**src/include/haa_pkg.sv**
```systemverilog
// Purpose: shared constants and carriers for the health alert aggregator
// Assumes: 16-bit parameter words, field identifiers as parameter numbers
// Notes:   group index order is hardware, link, software, sensing
package haa_pkg;

    // parameter identifiers of the four alert masks
    localparam logic [15:0] HAA_ID_HW_MASK      = 16'h0010;
    localparam logic [15:0] HAA_ID_LINK_MASK    = 16'h0011;
    localparam logic [15:0] HAA_ID_SW_MASK      = 16'h0012;
    localparam logic [15:0] HAA_ID_SENSING_MASK = 16'h0013;

    localparam int HAA_NGRP = 4;
    localparam logic [1:0] HAA_GRP_HW      = 2'h0;
    localparam logic [1:0] HAA_GRP_LINK    = 2'h1;
    localparam logic [1:0] HAA_GRP_SW      = 2'h2;
    localparam logic [1:0] HAA_GRP_SENSING = 2'h3;

    // algorithm fault word
    localparam int HAA_ALGO_START_BIT = 0;
    localparam int HAA_ALGO_RANGE_BIT = 1;
    localparam int HAA_ALGO_NAV_BIT   = 2;
    // data fault word
    localparam int HAA_DATA_CAL_BIT   = 0;
    // hardware alert word
    localparam int HAA_HW_PPS_BIT     = 0;
    localparam int HAA_HW_GNSS_BIT    = 1;
    localparam int HAA_HW_DIFF_BIT    = 2;
    localparam int HAA_HW_STORE_BIT   = 3;
    // link alert word
    localparam int HAA_LINK_EXT_BIT   = 0;
    // software alert word
    localparam int HAA_SW_START_BIT   = 0;
    localparam int HAA_SW_GAIN_BIT    = 1;
    localparam int HAA_SW_ORIENT_BIT  = 2;
    localparam int HAA_SW_TURN_BIT    = 3;
    // sensing alert word
    localparam int HAA_SENS_RANGE_BIT = 0;
    // software fault group
    localparam int HAA_SWG_ALGO_BIT   = 0;
    localparam int HAA_SWG_DATA_BIT   = 1;
    // health summary word
    localparam int HAA_SUM_SW_FAULT_BIT = 3;
    localparam int HAA_SUM_TOP_BIT      = 8;
    localparam int HAA_SUM_GRP_BASE     = 9;

    // implemented bits; everything else is reserved and held at zero
    localparam logic [15:0] HAA_ALGO_IMPL    = 16'h0007;
    localparam logic [15:0] HAA_DATA_IMPL    = 16'h0001;
    localparam logic [15:0] HAA_HW_IMPL      = 16'h000F;
    localparam logic [15:0] HAA_LINK_IMPL    = 16'h0001;
    localparam logic [15:0] HAA_SW_IMPL      = 16'h000F;
    localparam logic [15:0] HAA_SENSING_IMPL = 16'h0001;

    localparam logic [15:0] HAA_MASK_RST = 16'h0000;
    localparam logic [15:0] HAA_WORD_RST = 16'h0000;

    typedef struct packed {
        logic algo_start_err;
        logic range_fatal;
        logic nav_deadline_miss;
        logic cal_checksum_bad;
        logic cal_compromised;
        logic pps_unlock;
        logic onboard_gnss_unlock;
        logic no_diff_correction;
        logic cal_store_writable;
        logic ext_gnss_absent;
        logic algo_starting;
        logic strong_gain_mode;
        logic orientation_only_mode;
        logic range_exceeded;
    } haa_cond_s;

    typedef struct packed {
        logic        wr;
        logic        rd;
        logic [15:0] id;
        logic [15:0] wdata;
    } haa_param_req_s;

    typedef struct packed {
        logic        ack;
        logic        err;
        logic [15:0] rdata;
    } haa_param_rsp_s;

    typedef struct packed {
        logic [15:0] health_summary_word;
        logic [15:0] sw_fault_group;
        logic [15:0] algo_fault_word;
        logic [15:0] data_fault_word;
        logic [15:0] hw_alert_word;
        logic [15:0] link_alert_word;
        logic [15:0] sw_alert_word;
        logic [15:0] sensing_alert_word;
    } haa_status_s;

endpackage : haa_pkg

```
**src/logic/haa_aggregator.sv**
```systemverilog
// Purpose: fault summaries, masked alert groups and health summary word
// Assumes: one clock, synchronous active-low reset, inputs synchronous
// Notes:   masks are reached only through the parameter read/write port
//
// Contract
// - algorithm fault summary is the OR of implemented algorithm fault bits.
// - algorithm word: bit0 start error, bit1 range fatal, bit2 deadline miss.
// - data fault summary is the OR of implemented data fault bits.
// - data bit0 set on bad calibration checksum or store write-unlock compromise.
// - magnetic alignment flag absent; data bits 1..15 never asserted.
// - hardware alert flag is OR of hardware word AND hardware mask.
// - hardware word bits 0..3: pps, receiver, correction, store unlocked.
// - link alert flag is OR of link word AND link mask.
// - link bit0 set while external navigation data is absent.
// - software alert flag is OR of software word AND software mask.
// - software word bits 0..2: start-up, high gain, orientation-only.
// - software bit3 set while yaw rate exceeds the turning threshold.
// - sensing alert flag is OR of sensing word AND mask; bit0 range.
// - masks use parameter identifiers 0x0010 to 0x0013 in group order.
// - any written mask value is accepted and kept.
// - enabled asserted bit raises group and top flags; cleared mask blocks.
// - top alert flag is OR of the four group flags.
// - summary bit8 top, bits 9..12 hardware, link, software, sensing.
// - summary bit3 is OR of algorithm and data fault summaries.
`timescale 1ns/1ns
module haa_aggregator
    import haa_pkg::*;
(
    input  wire logic           clk_sys,
    input  wire logic           rst_b,
    input  wire haa_cond_s      cond,
    input  wire logic [15:0]    yaw_rate,
    input  wire logic [15:0]    turn_thresh,
    input  wire haa_param_req_s param_req,
    output haa_param_rsp_s      param_rsp,
    output haa_status_s         status
);

    // maps a parameter identifier to an alert group
    function automatic logic [2:0] id_to_grp(input logic [15:0] id);
        logic [2:0] r;
        r = 3'h0;
        if (id == HAA_ID_HW_MASK) begin
            r = {1'b1, HAA_GRP_HW};
        end else if (id == HAA_ID_LINK_MASK) begin
            r = {1'b1, HAA_GRP_LINK};
        end else if (id == HAA_ID_SW_MASK) begin
            r = {1'b1, HAA_GRP_SW};
        end else if (id == HAA_ID_SENSING_MASK) begin
            r = {1'b1, HAA_GRP_SENSING};
        end
        return r;
    endfunction : id_to_grp

    // masked reduction of one alert group
    function automatic logic masked_any(input logic [15:0] word,
                                        input logic [15:0] mask,
                                        input logic [15:0] impl);
        return |(word & mask & impl);
    endfunction : masked_any

    logic [15:0] algo_fault_ff;
    logic [15:0] data_fault_ff;
    logic [15:0] nxt_algo_fault;
    logic [15:0] nxt_data_fault;
    logic        algo_sum_ff;
    logic        data_sum_ff;
    logic        sw_fault_ff;
    logic        top_flag_ff;
    logic [15:0] alert_word_ff [HAA_NGRP];
    logic [15:0] mask_ff       [HAA_NGRP];
    logic [15:0] nxt_alert     [HAA_NGRP];
    logic [15:0] impl_bits     [HAA_NGRP];
    logic        grp_flag_ff   [HAA_NGRP];
    logic        nxt_grp_flag  [HAA_NGRP];
    logic        rsp_ack_ff;
    logic        rsp_err_ff;
    logic [15:0] rsp_rdata_ff;

    // ---------------- software fault words ----------------
    wire [15:0] algo_set;
    wire [15:0] data_set;
    wire        turning;

    assign algo_set = (16'(cond.algo_start_err)    << HAA_ALGO_START_BIT)
                    | (16'(cond.range_fatal)       << HAA_ALGO_RANGE_BIT)
                    | (16'(cond.nav_deadline_miss) << HAA_ALGO_NAV_BIT);

    assign data_set = 16'(cond.cal_checksum_bad | cond.cal_compromised)
                      << HAA_DATA_CAL_BIT;

    // hard faults are sticky until reset; reserved bits stripped
    assign nxt_algo_fault = (algo_fault_ff | algo_set) & HAA_ALGO_IMPL;
    assign nxt_data_fault = (data_fault_ff | data_set) & HAA_DATA_IMPL;

    always_ff @(posedge clk_sys) begin
        if (!rst_b) begin
            algo_fault_ff <= HAA_WORD_RST;
            data_fault_ff <= HAA_WORD_RST;
        end else begin
            algo_fault_ff <= nxt_algo_fault;
            data_fault_ff <= nxt_data_fault;
        end
    end

    wire nxt_algo_sum;
    wire nxt_data_sum;

    assign nxt_algo_sum = |(algo_fault_ff & HAA_ALGO_IMPL);
    assign nxt_data_sum = |(data_fault_ff & HAA_DATA_IMPL);

    always_ff @(posedge clk_sys) begin
        if (!rst_b) begin
            algo_sum_ff <= 1'b0;
            data_sum_ff <= 1'b0;
            sw_fault_ff <= 1'b0;
        end else begin
            algo_sum_ff <= nxt_algo_sum;
            data_sum_ff <= nxt_data_sum;
            sw_fault_ff <= nxt_algo_sum | nxt_data_sum;
        end
    end

    // ---------------- alert words ----------------
    assign turning = yaw_rate > turn_thresh;

    assign nxt_alert[HAA_GRP_HW] =
          ((16'(cond.pps_unlock)          << HAA_HW_PPS_BIT)
         | (16'(cond.onboard_gnss_unlock) << HAA_HW_GNSS_BIT)
         | (16'(cond.no_diff_correction)  << HAA_HW_DIFF_BIT)
         | (16'(cond.cal_store_writable)  << HAA_HW_STORE_BIT))
         & HAA_HW_IMPL;

    assign nxt_alert[HAA_GRP_LINK] =
          (16'(cond.ext_gnss_absent) << HAA_LINK_EXT_BIT)
         & HAA_LINK_IMPL;

    assign nxt_alert[HAA_GRP_SW] =
          ((16'(cond.algo_starting)         << HAA_SW_START_BIT)
         | (16'(cond.strong_gain_mode)      << HAA_SW_GAIN_BIT)
         | (16'(cond.orientation_only_mode) << HAA_SW_ORIENT_BIT)
         | (16'(turning)                    << HAA_SW_TURN_BIT))
         & HAA_SW_IMPL;

    assign nxt_alert[HAA_GRP_SENSING] =
          (16'(cond.range_exceeded) << HAA_SENS_RANGE_BIT)
         & HAA_SENSING_IMPL;

    assign impl_bits[HAA_GRP_HW]      = HAA_HW_IMPL;
    assign impl_bits[HAA_GRP_LINK]    = HAA_LINK_IMPL;
    assign impl_bits[HAA_GRP_SW]      = HAA_SW_IMPL;
    assign impl_bits[HAA_GRP_SENSING] = HAA_SENSING_IMPL;

    // ---------------- parameter port decode ----------------
    wire [2:0] wr_grp;
    wire [2:0] rd_grp;
    wire       wr_hit;
    wire       rd_hit;

    assign wr_grp = id_to_grp(param_req.id);
    assign rd_grp = wr_grp;
    assign wr_hit = param_req.wr & wr_grp[2];
    assign rd_hit = param_req.rd & rd_grp[2];

    // ---------------- per-group mask, word and flag ----------------
    for (genvar g = 0; g < HAA_NGRP; g++) begin : g_grp
        wire       wr_this;
        wire [15:0] nxt_mask;

        assign wr_this  = wr_hit & (wr_grp[1:0] == 2'(g));
        assign nxt_mask = wr_this ? param_req.wdata : mask_ff[g];

        // group flag from the current registered word and mask
        assign nxt_grp_flag[g] = masked_any(alert_word_ff[g], mask_ff[g],
                                            impl_bits[g]);

        always_ff @(posedge clk_sys) begin
            if (!rst_b) begin
                mask_ff[g]       <= HAA_MASK_RST;
                alert_word_ff[g] <= HAA_WORD_RST;
                grp_flag_ff[g]   <= 1'b0;
            end else begin
                mask_ff[g]       <= nxt_mask;
                alert_word_ff[g] <= nxt_alert[g];
                grp_flag_ff[g]   <= nxt_grp_flag[g];
            end
        end
    end

    // group flags, spelled out per group
    wire hw_any;
    wire link_any;
    wire sw_any;
    wire sens_any;
    wire nxt_top_flag;

    assign hw_any   = nxt_grp_flag[HAA_GRP_HW];
    assign link_any = nxt_grp_flag[HAA_GRP_LINK];
    assign sw_any   = nxt_grp_flag[HAA_GRP_SW];
    assign sens_any = nxt_grp_flag[HAA_GRP_SENSING];
    assign nxt_top_flag = hw_any | link_any | sw_any | sens_any;

    always_ff @(posedge clk_sys) begin
        if (!rst_b) begin
            top_flag_ff <= 1'b0;
        end else begin
            top_flag_ff <= nxt_top_flag;
        end
    end

    // ---------------- parameter response ----------------
    wire        nxt_ack;
    wire        nxt_err;
    wire [15:0] nxt_rdata;

    assign nxt_ack   = param_req.wr | param_req.rd;
    assign nxt_err   = (param_req.wr & ~wr_grp[2]) | (param_req.rd & ~rd_grp[2]);
    assign nxt_rdata = rd_hit ? mask_ff[rd_grp[1:0]] : 16'h0000;

    always_ff @(posedge clk_sys) begin
        if (!rst_b) begin
            rsp_ack_ff   <= 1'b0;
            rsp_err_ff   <= 1'b0;
            rsp_rdata_ff <= 16'h0000;
        end else begin
            rsp_ack_ff   <= nxt_ack;
            rsp_err_ff   <= nxt_err;
            rsp_rdata_ff <= nxt_rdata;
        end
    end

    assign param_rsp.ack   = rsp_ack_ff;
    assign param_rsp.err   = rsp_err_ff;
    assign param_rsp.rdata = rsp_rdata_ff;

    // ---------------- status outputs ----------------
    wire [15:0] summary;
    wire [15:0] swg;

    assign summary = (16'(sw_fault_ff)                   << HAA_SUM_SW_FAULT_BIT)
                   | (16'(top_flag_ff)                   << HAA_SUM_TOP_BIT)
                   | (16'(grp_flag_ff[HAA_GRP_HW])       << HAA_SUM_GRP_BASE)
                   | (16'(grp_flag_ff[HAA_GRP_LINK])     << (HAA_SUM_GRP_BASE + 1))
                   | (16'(grp_flag_ff[HAA_GRP_SW])       << (HAA_SUM_GRP_BASE + 2))
                   | (16'(grp_flag_ff[HAA_GRP_SENSING])  << (HAA_SUM_GRP_BASE + 3));

    assign swg = (16'(algo_sum_ff) << HAA_SWG_ALGO_BIT)
               | (16'(data_sum_ff) << HAA_SWG_DATA_BIT);

    assign status.health_summary_word = summary;
    assign status.sw_fault_group      = swg;
    assign status.algo_fault_word     = algo_fault_ff;
    assign status.data_fault_word     = data_fault_ff;
    assign status.hw_alert_word       = alert_word_ff[HAA_GRP_HW];
    assign status.link_alert_word     = alert_word_ff[HAA_GRP_LINK];
    assign status.sw_alert_word       = alert_word_ff[HAA_GRP_SW];
    assign status.sensing_alert_word  = alert_word_ff[HAA_GRP_SENSING];

endmodule : haa_aggregator

```
**config.mk**
```make
export PLATFORM = sky130hd
export DESIGN_NAME = haa_aggregator
export DESIGN_NICKNAME = d
export VERILOG_FILES = /design/src/include/haa_pkg.sv /design/src/logic/haa_aggregator.sv
export SDC_FILE = /design/constraint.sdc
export NUM_CORES = 1
export LEC_CHECK = 0
export ABC_AREA = 1
export BUFFER_PORTS_ARGS = -buffer_cell sky130_fd_sc_hd__buf_2
export CELL_PAD_IN_SITES_DETAIL_PLACEMENT = 0
export CELL_PAD_IN_SITES_GLOBAL_PLACEMENT = 1
export CORE_MARGIN = 4
export CORE_UTILIZATION = 34
export CTS_CLUSTER_DIAMETER = 200
export DETAILED_ROUTE_END_ITERATION = 10
export PLACE_DENSITY = 0.8
export SYNTH_ARGS = -nofsm -noshare
export SYNTH_HDL_FRONTEND = slang
export SYNTH_SLANG_ARGS = --single-unit
```
**constraint.sdc**
```tcl
create_clock -name clk_sys -period 1.99 [get_ports clk_sys]
set_input_delay 0.2985 -clock clk_sys [delete_from_list [all_inputs] [get_ports clk_sys]]
set_output_delay 0.2985 -clock clk_sys [all_outputs]
set_load 0.005 [all_outputs]
```
# Word level (Yosys, flattened, before mapping)
# Memories as Yosys holds them, arrays and structs flattened. A register that Yosys moved wholly into a read port is not among the register bits.
# Index checks and enable logic that the tools add are counted.
[classes]
magnitude_cmp = 1
bitwise_logic = 48
reduce_logical = 6
mux = 22
eq_ne = 7
[op_table]
columns = ["op", "n"]
rows = [
  ["$mux W16", 8],
  ["$eq A16 B5 Y1 const B", 4],
  ["$or A1 B1 Y1", 20],
  ["$gt A16 B16 Y1", 1],
  ["$mux W4", 4],
  ["$or A12 B13 Y13", 1],
  ["$mux W3", 4],
  ["$or A11 B12 Y12", 1],
  ["$or A10 B11 Y11", 1],
  ["$and A1 B1 Y1", 10],
  ["$or A9 B10 Y10", 1],
  ["$or A2 B3 Y3", 3],
  ["$or A4 B9 Y9", 1],
  ["$and A4 B4 Y4", 2],
  ["$or A1 B2 Y2", 4],
  ["$or A3 B4 Y4", 2],
  ["$reduce_or A4 Y1", 2],
  ["$mux W1", 6],
  ["$eq A2 B2 Y1 const B", 2],
  ["$or A3 B3 Y3", 1],
  ["$reduce_or A3 Y1", 1],
  ["$eq A2 B1 Y1 const B", 1],
  ["$logic_not A2 Y1", 1],
  ["$reduce_and A2 Y1", 1],
  ["other kinds (2)", 2],
]
[totals]
reg_bits = 10
ramBits = 84
wordCells = 95
n_memories = 3
in_bits = 82
[memory_table]
columns = ["memory", "words", "word_bits", "read_ports", "rd_ports_with_merged_regs", "write_ports", "line_no", "text"]
rows = [
  ["mask_ff", 4, 16, 5, 1, 4, "haa_aggregator.sv:71", "logic [15:0] mask_ff [HAA_NGRP];"],
  ["alert_word_ff", 4, 4, 4, 0, 4, "haa_aggregator.sv:70", "logic [15:0] alert_word_ff [HAA_NGRP];"],
  ["grp_flag_ff", 4, 1, 4, 0, 4, "haa_aggregator.sv:74", "logic grp_flag_ff [HAA_NGRP];"],
]

# Longest topological paths before layout
# Gate-level depths: netlist (run 1).
[logic_depth]
depth_word = 9
ltp_mapped = 11
mapped_depth_nobuf = 10

# Worst setup path before layout (run 1)
# Ideal clock, no wire load.
[synth_timing]
path_kind = "in2reg"
from = "input param_req[31] (netlist bit)"
to = "memory mask_ff[0][10]"
path_buffers = 2
setup_ns = 0.113
arrival_ns = 1.393
required_ns = 1.877
path_stages = 10
slack_ns = 0.484
path_cell_list = "nor2_1 -> nand2_1 -> nor2_4 -> buf_6 -> nand2_1 -> nand3_2 -> nand3_4 -> buf_2 -> nor2_1 -> nor2_1"
[synth_lines]
columns = ["item", "line_no", "text"]
rows = [
  ["from (decl)", "haa_aggregator.sv:34", "input wire haa_param_req_s param_req,"],
  ["to (decl)", "haa_aggregator.sv:71", ""],
]

==> flow_summary.toml, run 1 <==
[sta]
final.setup.worst_slack_ns = 0.4499
fin_skew_ns = 0.005607
rsz0062_at_grt = "false"
fin_crit_ns = 1.540
slew_headroom = 0.6435
finalSetupTns_ns = 0
max_freq_ghz = 0.6493
finalSetupViolCount = 0
slew_violations = 0
report.final.hold_viol_count = 0
tightest_slew_ns = 0.5347
min_period_over_period = 0.7739

[clock_network]
cts_sinks = 104
ctsRootBufferMaster = "clkbuf_16"
h-tree-depth = 3
cts_setup_buffers = 0
cts.path.max_buffers = 2
path_clk_slew_ns = 0.07
numCtsBuffers = 9
tritoncts = "yes"
cts_resized = 0
clk_latency_ns = 0.35
hold_buffers = 0

[pwr]
leakagePower_nw = 3.658
ir_worst_vdd_mv = 0.3989
powerDensity_nw_per_um2 = 650.1
p_sw_frac = 0.2412
internal_power_mw = 3.151
p_switching_mw = 1.002
p_comb_frac = 0.082
pwr-share-clk = 0.408
seqPwrFrac = 0.510

[setup_path]
cpMaxStageDelayCell = "nand3_4"
rr_worst_depth = 4
start_kind = "input pin"
path_buf_inv = 1
crit_path_max_fanout = 32
cp_cell_sequence = "buf_2, nor2_1, nand2_1, nor2_4, nand2_1, nand3_2, nand3_4, nor2_1, nor2_1"
cp.depth = 9
end_kind = "register"
cp.arrival_ns = 1.78
cpPeakStageDelay_ns = 0.33
path_delay_family = "simple AND/OR/NAND/NOR gates"
crit_required_ns = 2.23
crit_top_cell = "nor2_1"
criticalPathCategory = "input pin to register"

[cells_and_area]
num_antenna_cells = 0
stdcell_count = 1143
fill_cells = 1823
drive_above_1_share = 0.1928
syn2layout_area_growth_pct = 11.37
nNetsFinal = 1016
fin_util = 0.3852

[floorplan]
start_util = 0.3459
ios = 228
placementRows = 47
chipWidth_um = 137.9
coreArea_um2 = 16580
die-area_um2 = 19010
die_h_um = 137.9

[logic_synthesis]
synth-seq-area-share = 0.3630
synth-seq-cells = 104
syn_area_per_cell_um2 = 7.107
yosys_warnings = 0
synth_cell_types = 33
synthesis.area_um2 = 5736
synthCells = 807

[global_route]
grt_max_degree = 33
antenna_found_initial = 0
track_usage = 0.1382
grt_pass1_wl_um = 20660
overflow = 0
grt_pass1_vias = 4185

[detailed_routing]
drt_iter0_markers = 205
post_drt_wl_per_cell_um = 11.44
route.detailed.drc = 0
vias = 4628
ant_nets = 0
first_pass_iters = 5
wl_um = 13080
routed_via_density = 4.049

[flow_run]
drv_cap = 0

[run_status]
outcome = "completed"

[placed_design]
portBuffers = 121
gp_congestion = 0.7573
dp_cells = 1127
dp_hpwl_um = 9585
dp_slack_ns = 0.08528

[worst_hold_path]
hold_depth = 3
hold_path.class = "input pin to register"
[logic make-up (layout without fill, tap and decap cells)]
logic type | count (synthesis) | in the layout | synth area share
other | 1 | 106 | 0.0006538
adder cells (fa/ha/maj) | 16 | 16 | 0.03490
AO/OA/AOI/OAI | 45 | 45 | 0.04494
flip-flops | 104 | 104 | 0.3630
AND/OR/NAND/NOR | 385 | 385 | 0.3017
buffers and inverters | 256 | 267 | 0.2548
[placed cells by master, fill, tap and decap left out, drive strengths merged]
cell	synthesis	final
a31oi	1	1
nor3b	1	1
o2111ai	1	1
o21ai	22	22
nand2	167	167
a21o	1	1
nand3	54	54
nor2	133	133
a21oi	18	18
a221oi	2	2
clkbuf	10	12
conb	1	106
ha	16	16
nand4	3	3
nor3	26	26
dfxtp	104	104
clkinvlp	0	2
inv	115	115
buf	130	135
nand3b	1	1
clkinv	1	3
[state kept, by name, indices dropped and copies added, names as in the netlist, 3 cells and up]
signal,count
algo_fault_ff,3
mask_ff,64
grp_flag_ff,4
alert_word_ff,10
rsp_rdata_ff,16
[tightest hold or removal path, stage by stage]
cell	delay [ns]
buf_2	0.07
nand2_1	0.04
inv_1	0.04
[layout make-up]
class	count	area, um^2	area share
Clock inverter	4	28.78	0.004505
Multi-Input combinational cell	552	2586	0.4049
Clock buffer	12	256.5	0.04016
Tap cell	220	275.3	0.04309
Sequential cell	104	2082	0.3260
Timing Repair Buffer	135	723.2	0.1132
Inverter	116	435.4	0.06817
[synthesized netlist by cell type]
master | number | area (um^2)
o2111ai_4 | 1 | 26.28
buf_1 | 1 | 3.750
a21o_1 | 1 | 7.510
buf_4 | 113 | 848.3
buf_2 | 7 | 35.03
o21ai_0 | 22 | 110.1
nor2_2 | 1 | 6.260
nand4_4 | 1 | 21.27
nand3b_4 | 1 | 20.02
nor3_2 | 7 | 70.07
nand2_2 | 1 | 6.260
nor3_4 | 1 | 16.27
nand2_1 | 164 | 615.6
a21oi_1 | 18 | 90.09
a31oi_1 | 1 | 6.260
nand3_2 | 3 | 30.03
ha_1 | 16 | 200.2
nand3_1 | 50 | 250.2
nor3b_4 | 1 | 18.77
nor2_4 | 5 | 56.30
nand4_1 | 2 | 12.51
clkinv_1 | 1 | 3.750
inv_2 | 3 | 11.26
nand2_4 | 2 | 22.52
a221oi_1 | 2 | 17.52
buf_6 | 9 | 101.4
nand3_4 | 1 | 17.52
conb_1 | 1 | 3.750
nor3_1 | 18 | 90.09
nor2_1 | 127 | 476.7
clkbuf_1 | 10 | 37.54
dfxtp_1 | 104 | 2082
inv_1 | 112 | 420.4
[power by group through the flow]
stage / combinational (mW) / sequential (mW) / clock, mW
4_1_cts: 0.340 / 2.12 / 1.76
6_report: 0.340 / 2.12 / 1.70
3_3_place_gp: 0.337 / 2.17 / 0
2_1_floorplan: 0.328 / 2.17 / 0
3_5_place_dp: 0.338 / 2.17 / 0
5_1_grt: 0.393 / 2.12 / 1.84
[stage by stage]
stage | instance area (um^2) | hold WS, ns | total power [mW]
global placement | 6102 | 0.4527 | 2.502
CTS | 6387 | 0.1135 | 4.214
floorplan | 6130 | 0.3961 | 2.494
detailed placement | 6102 | 0.4578 | 2.504
global route | 6387 | 0.1234 | 4.351
finish | 6387 | 0.1266 | 4.153
[final timing paths]
check,start,endpoint,slack (ns)
worst max-delay path,param_req[31],mask_ff[0][13],0.45
worst min-delay path,cond[4],alert_word_ff[1][0],0.13
worst max register to register,mask_ff[0][0],top_flag_ff,0.80
worst min register to register,alert_word_ff[1][0],grp_flag_ff[0][1],0.46
[layer usage]
layer | part of all wire | global-route usage
met1 | 0.45 | 0.1774
met2 | 0.47 | 0.2302
met3 | 0.070 | 0.03084
met4 | 0.011 | 0.04610
met5 | 0 | 0
Power figures use the tool's default switching activity.
==> run 2, diff against run 1 <==
--- a/config.mk
+++ b/config.mk
@@ -5,15 +5,15 @@
 export SDC_FILE = /design/constraint.sdc
 export NUM_CORES = 1
 export LEC_CHECK = 0
-export ABC_AREA = 1
+export ABC_AREA = 0
 export BUFFER_PORTS_ARGS = -buffer_cell sky130_fd_sc_hd__buf_2
 export CELL_PAD_IN_SITES_DETAIL_PLACEMENT = 0
 export CELL_PAD_IN_SITES_GLOBAL_PLACEMENT = 1
 export CORE_MARGIN = 4
-export CORE_UTILIZATION = 34
+export CORE_UTILIZATION = 31
 export CTS_CLUSTER_DIAMETER = 200
 export DETAILED_ROUTE_END_ITERATION = 10
-export PLACE_DENSITY = 0.8
+export PLACE_DENSITY = 0.76
 export SYNTH_ARGS = -nofsm -noshare
 export SYNTH_HDL_FRONTEND = slang
 export SYNTH_SLANG_ARGS = --single-unit
==> constraint.sdc (replaced) <==
create_clock -name clk_sys -period 1.3 [get_ports clk_sys]
set_input_delay 0.195 -clock clk_sys [delete_from_list [all_inputs] [get_ports clk_sys]]
set_output_delay 0.195 -clock clk_sys [all_outputs]
set_load 0.005 [all_outputs]
==> run 2 against run 1 <==
Net effect: the flow now finishes with violations (negative setup slack); final area increased by 4.7%; via count increased by 1.3%; global-route usage increased by 1.1 points; sequential power increased by 53%; register-to-register slack got worse by 0.65 ns; total power increased by 66%; area after synthesis decreased by 7.6%; flip-flop and latch count unchanged; sequential share of layout area decreased by 1.5 points; largest cell class unchanged.
==> flow_summary.toml, run 2 <==
[clock_network]
hold_buffers = 0
tritoncts = "yes"
clk_latency_ns = 0.35
ctsRootBufferMaster = "clkbuf_16"
cts_sinks = 104
numCtsBuffers = 9
h-tree-depth = 3
path_clk_slew_ns = 0.07
cts.path.max_buffers = 2

[global_route]
grt_max_degree = 49
track_usage = 0.1494
grt_pass1_wl_um = 23430
overflow = 0
antenna_found_initial = 0
grt_pass1_vias = 4428

[setup_path]
end_kind = "register"
cp.depth = 8
cpPeakStageDelay_ns = 0.32
start_kind = "input pin"
rr_worst_depth = 4
crit_required_ns = 1.59
rrSetupSlack_ns = 0.15
cp.arrival_ns = 1.60
path_buf_inv = 4
path_delay_family = "simple AND/OR/NAND/NOR gates"
crit_path_max_fanout = 6
criticalPathCategory = "input pin to register"
cp_cell_sequence = "buf_6, nor4b_4, buf_4, and4_4, buf_12, clkbuf_16, a22oi_1, a31oi_1"
cpMaxStageDelayCell = "nor4b_4"

[sta]
slew_violations = 0
fin_crit_ns = 1.310
finalSetupTns_ns = -0.009767
min_period_over_period = 1.008
report.final.hold_viol_count = 0
finalSetupViolCount = 1
rsz0062_at_grt = "true"
fin_skew_ns = 0.006246
hold_slack_ns = 0.04381
max_freq_ghz = 0.7635
final.setup.worst_slack_ns = -0.009767

[floorplan]
placementRows = 47
die_h_um = 138.7
die-area_um2 = 19250
ios = 228
coreArea_um2 = 16640
start_util = 0.3184
chipWidth_um = 138.7

[placed_design]
portBuffers = 121
gp_congestion = 0.7510
dp_slack_ns = -0.4353
dp_hpwl_um = 10550

[cells_and_area]
num_antenna_cells = 0
nNetsFinal = 857
largest-register = "mask_ff"
most-common-layout-cells = "buf_2 (119), conb_1 (106), dfxtp_1 (104), a21oi_1 (57), o21ai_0 (57)"
fin_util = 0.4019
reg_top3 = "mask_ff (64), rsp_rdata_ff (16), alert_word_ff (10)"
largest_register_ff_count = 64
drive_above_1_share = 0.3194
layout_commonest_cell = "buf_2"
syn2layout_area_growth_pct = 26.23

[detailed_routing]
first_pass_iters = 5
ant_nets = 0
post_drt_wl_per_cell_um = 15.83
vias = 4689
route.detailed.drc = 0
routed_via_density = 4.765
drt_iter0_markers = 386
wl_um = 15580

[logic_synthesis]
synth-seq-cells = 104
synthTopCellsByArea = "dfxtp_1 (39%), buf_4 (17%), o21ai_0 (7.7%)"
synth_top_area_cell = "dfxtp_1"
synth_top_flop_cell = "dfxtp_1"
synth-seq-area-share = 0.3929
synth_edf_count = 0
async_reset_ff_frac = 0
yosys_warnings = 0
syn_area_per_cell_um2 = 8.438
synth_cell_types = 42
synthesis.area_um2 = 5299
synth.most_common_cell = "buf_4"
synth_common_cells = "buf_4 (123), dfxtp_1 (104), o21ai_0 (82), a21oi_1 (69), nand3_1 (64)"
synth_top_area_frac = 0.3929
synthCells = 628

[worst_hold_path]
hold_path.class = "input pin to register"
hold_depth = 3

[run_status]
outcome = "finished, violations left"
violations = "negative setup slack"

[pwr]
leakagePower_nw = 2.687
powerDensity_nw_per_um2 = 1031
ir_worst_vdd_mv = 0.4982

[flow_run]
drv_cap = 0
-- run 2: routing by layer --
layer / global-route usage / wire (um) / up-vias
li1: - / - / 2264
met1: 0.1931 / 6571 / 2201
met2: 0.2497 / 7631 / 205
met3: 0.02690 / 1060 / 19
met4: 0.05561 / 315 / 0
met5: 0 / 0 / -
-- run 2: area by class of cell --
class	instances	area, um^2
Clock buffer	9	225.2
Sequential cell	104	2082
Tap cell	220	275.3
Clock inverter	7	95.09
Inverter	18	70.07
Fill cell	1717	9953
Timing Repair Buffer	170	1209
Multi-Input combinational cell	456	2733
-- run 2: worst paths after layout --
kind | startpoint | to
worst max-delay path | param_req[22] | rsp_rdata_ff[3]
worst min-delay path | cond[13] | algo_fault_ff[0]
worst min register to register | mask_ff[1][15] | rsp_rdata_ff[15]
worst max register to register | mask_ff[0][0] | top_flag_ff
-- run 2: logic make-up (layout without fill, tap and decap cells) --
| group | Yosys count | count (layout) | share of synthesized area |
|---|---|---|---|
| buffers and inverters | 173 | 204 | 0.2153 |
| flip-flops | 104 | 104 | 0.3929 |
| adder cells (fa/ha/maj) | 16 | 16 | 0.03778 |
| other | 1 | 106 | 0.0007077 |
| AND/OR/NAND/NOR | 137 | 137 | 0.1485 |
| AO/OA/AOI/OAI | 197 | 197 | 0.2047 |
-- run 2: power breakdown --
| part | switching, mW | internal [mW] |
|---|---|---|
| Combinational | 0.415 | 0.280 |
| Sequential | 0.0186 | 3.22 |
| Clock | 1.27 | 1.69 |
-- run 2: tightest hold or removal path: cells and delay by family --
family,cells,cell delay (ns)
simple gates,2,0.09
buf+inv,1,0.07
-- run 2: through the flow --
stage / cell area, um^2 / total power, mW / instances
final: 6689 / 6.895 / 984
after CTS: 6420 / 6.902 / 978
after global placement: 6052 / 3.976 / 960
after detailed placement: 6052 / 3.980 / 960
after floorplan: 5869 / 3.870 / 733
after global routing: 6689 / 7.131 / 984
-- run 2: repair_timing --
action | 4_1_cts | 5_1_grt
pin swaps | 2 | 36
setup buffers | 1 | 2
endpoints found under the setup margin | 36 | 80
gates cloned | 1 | 4
gates resized for setup | 4 | 42
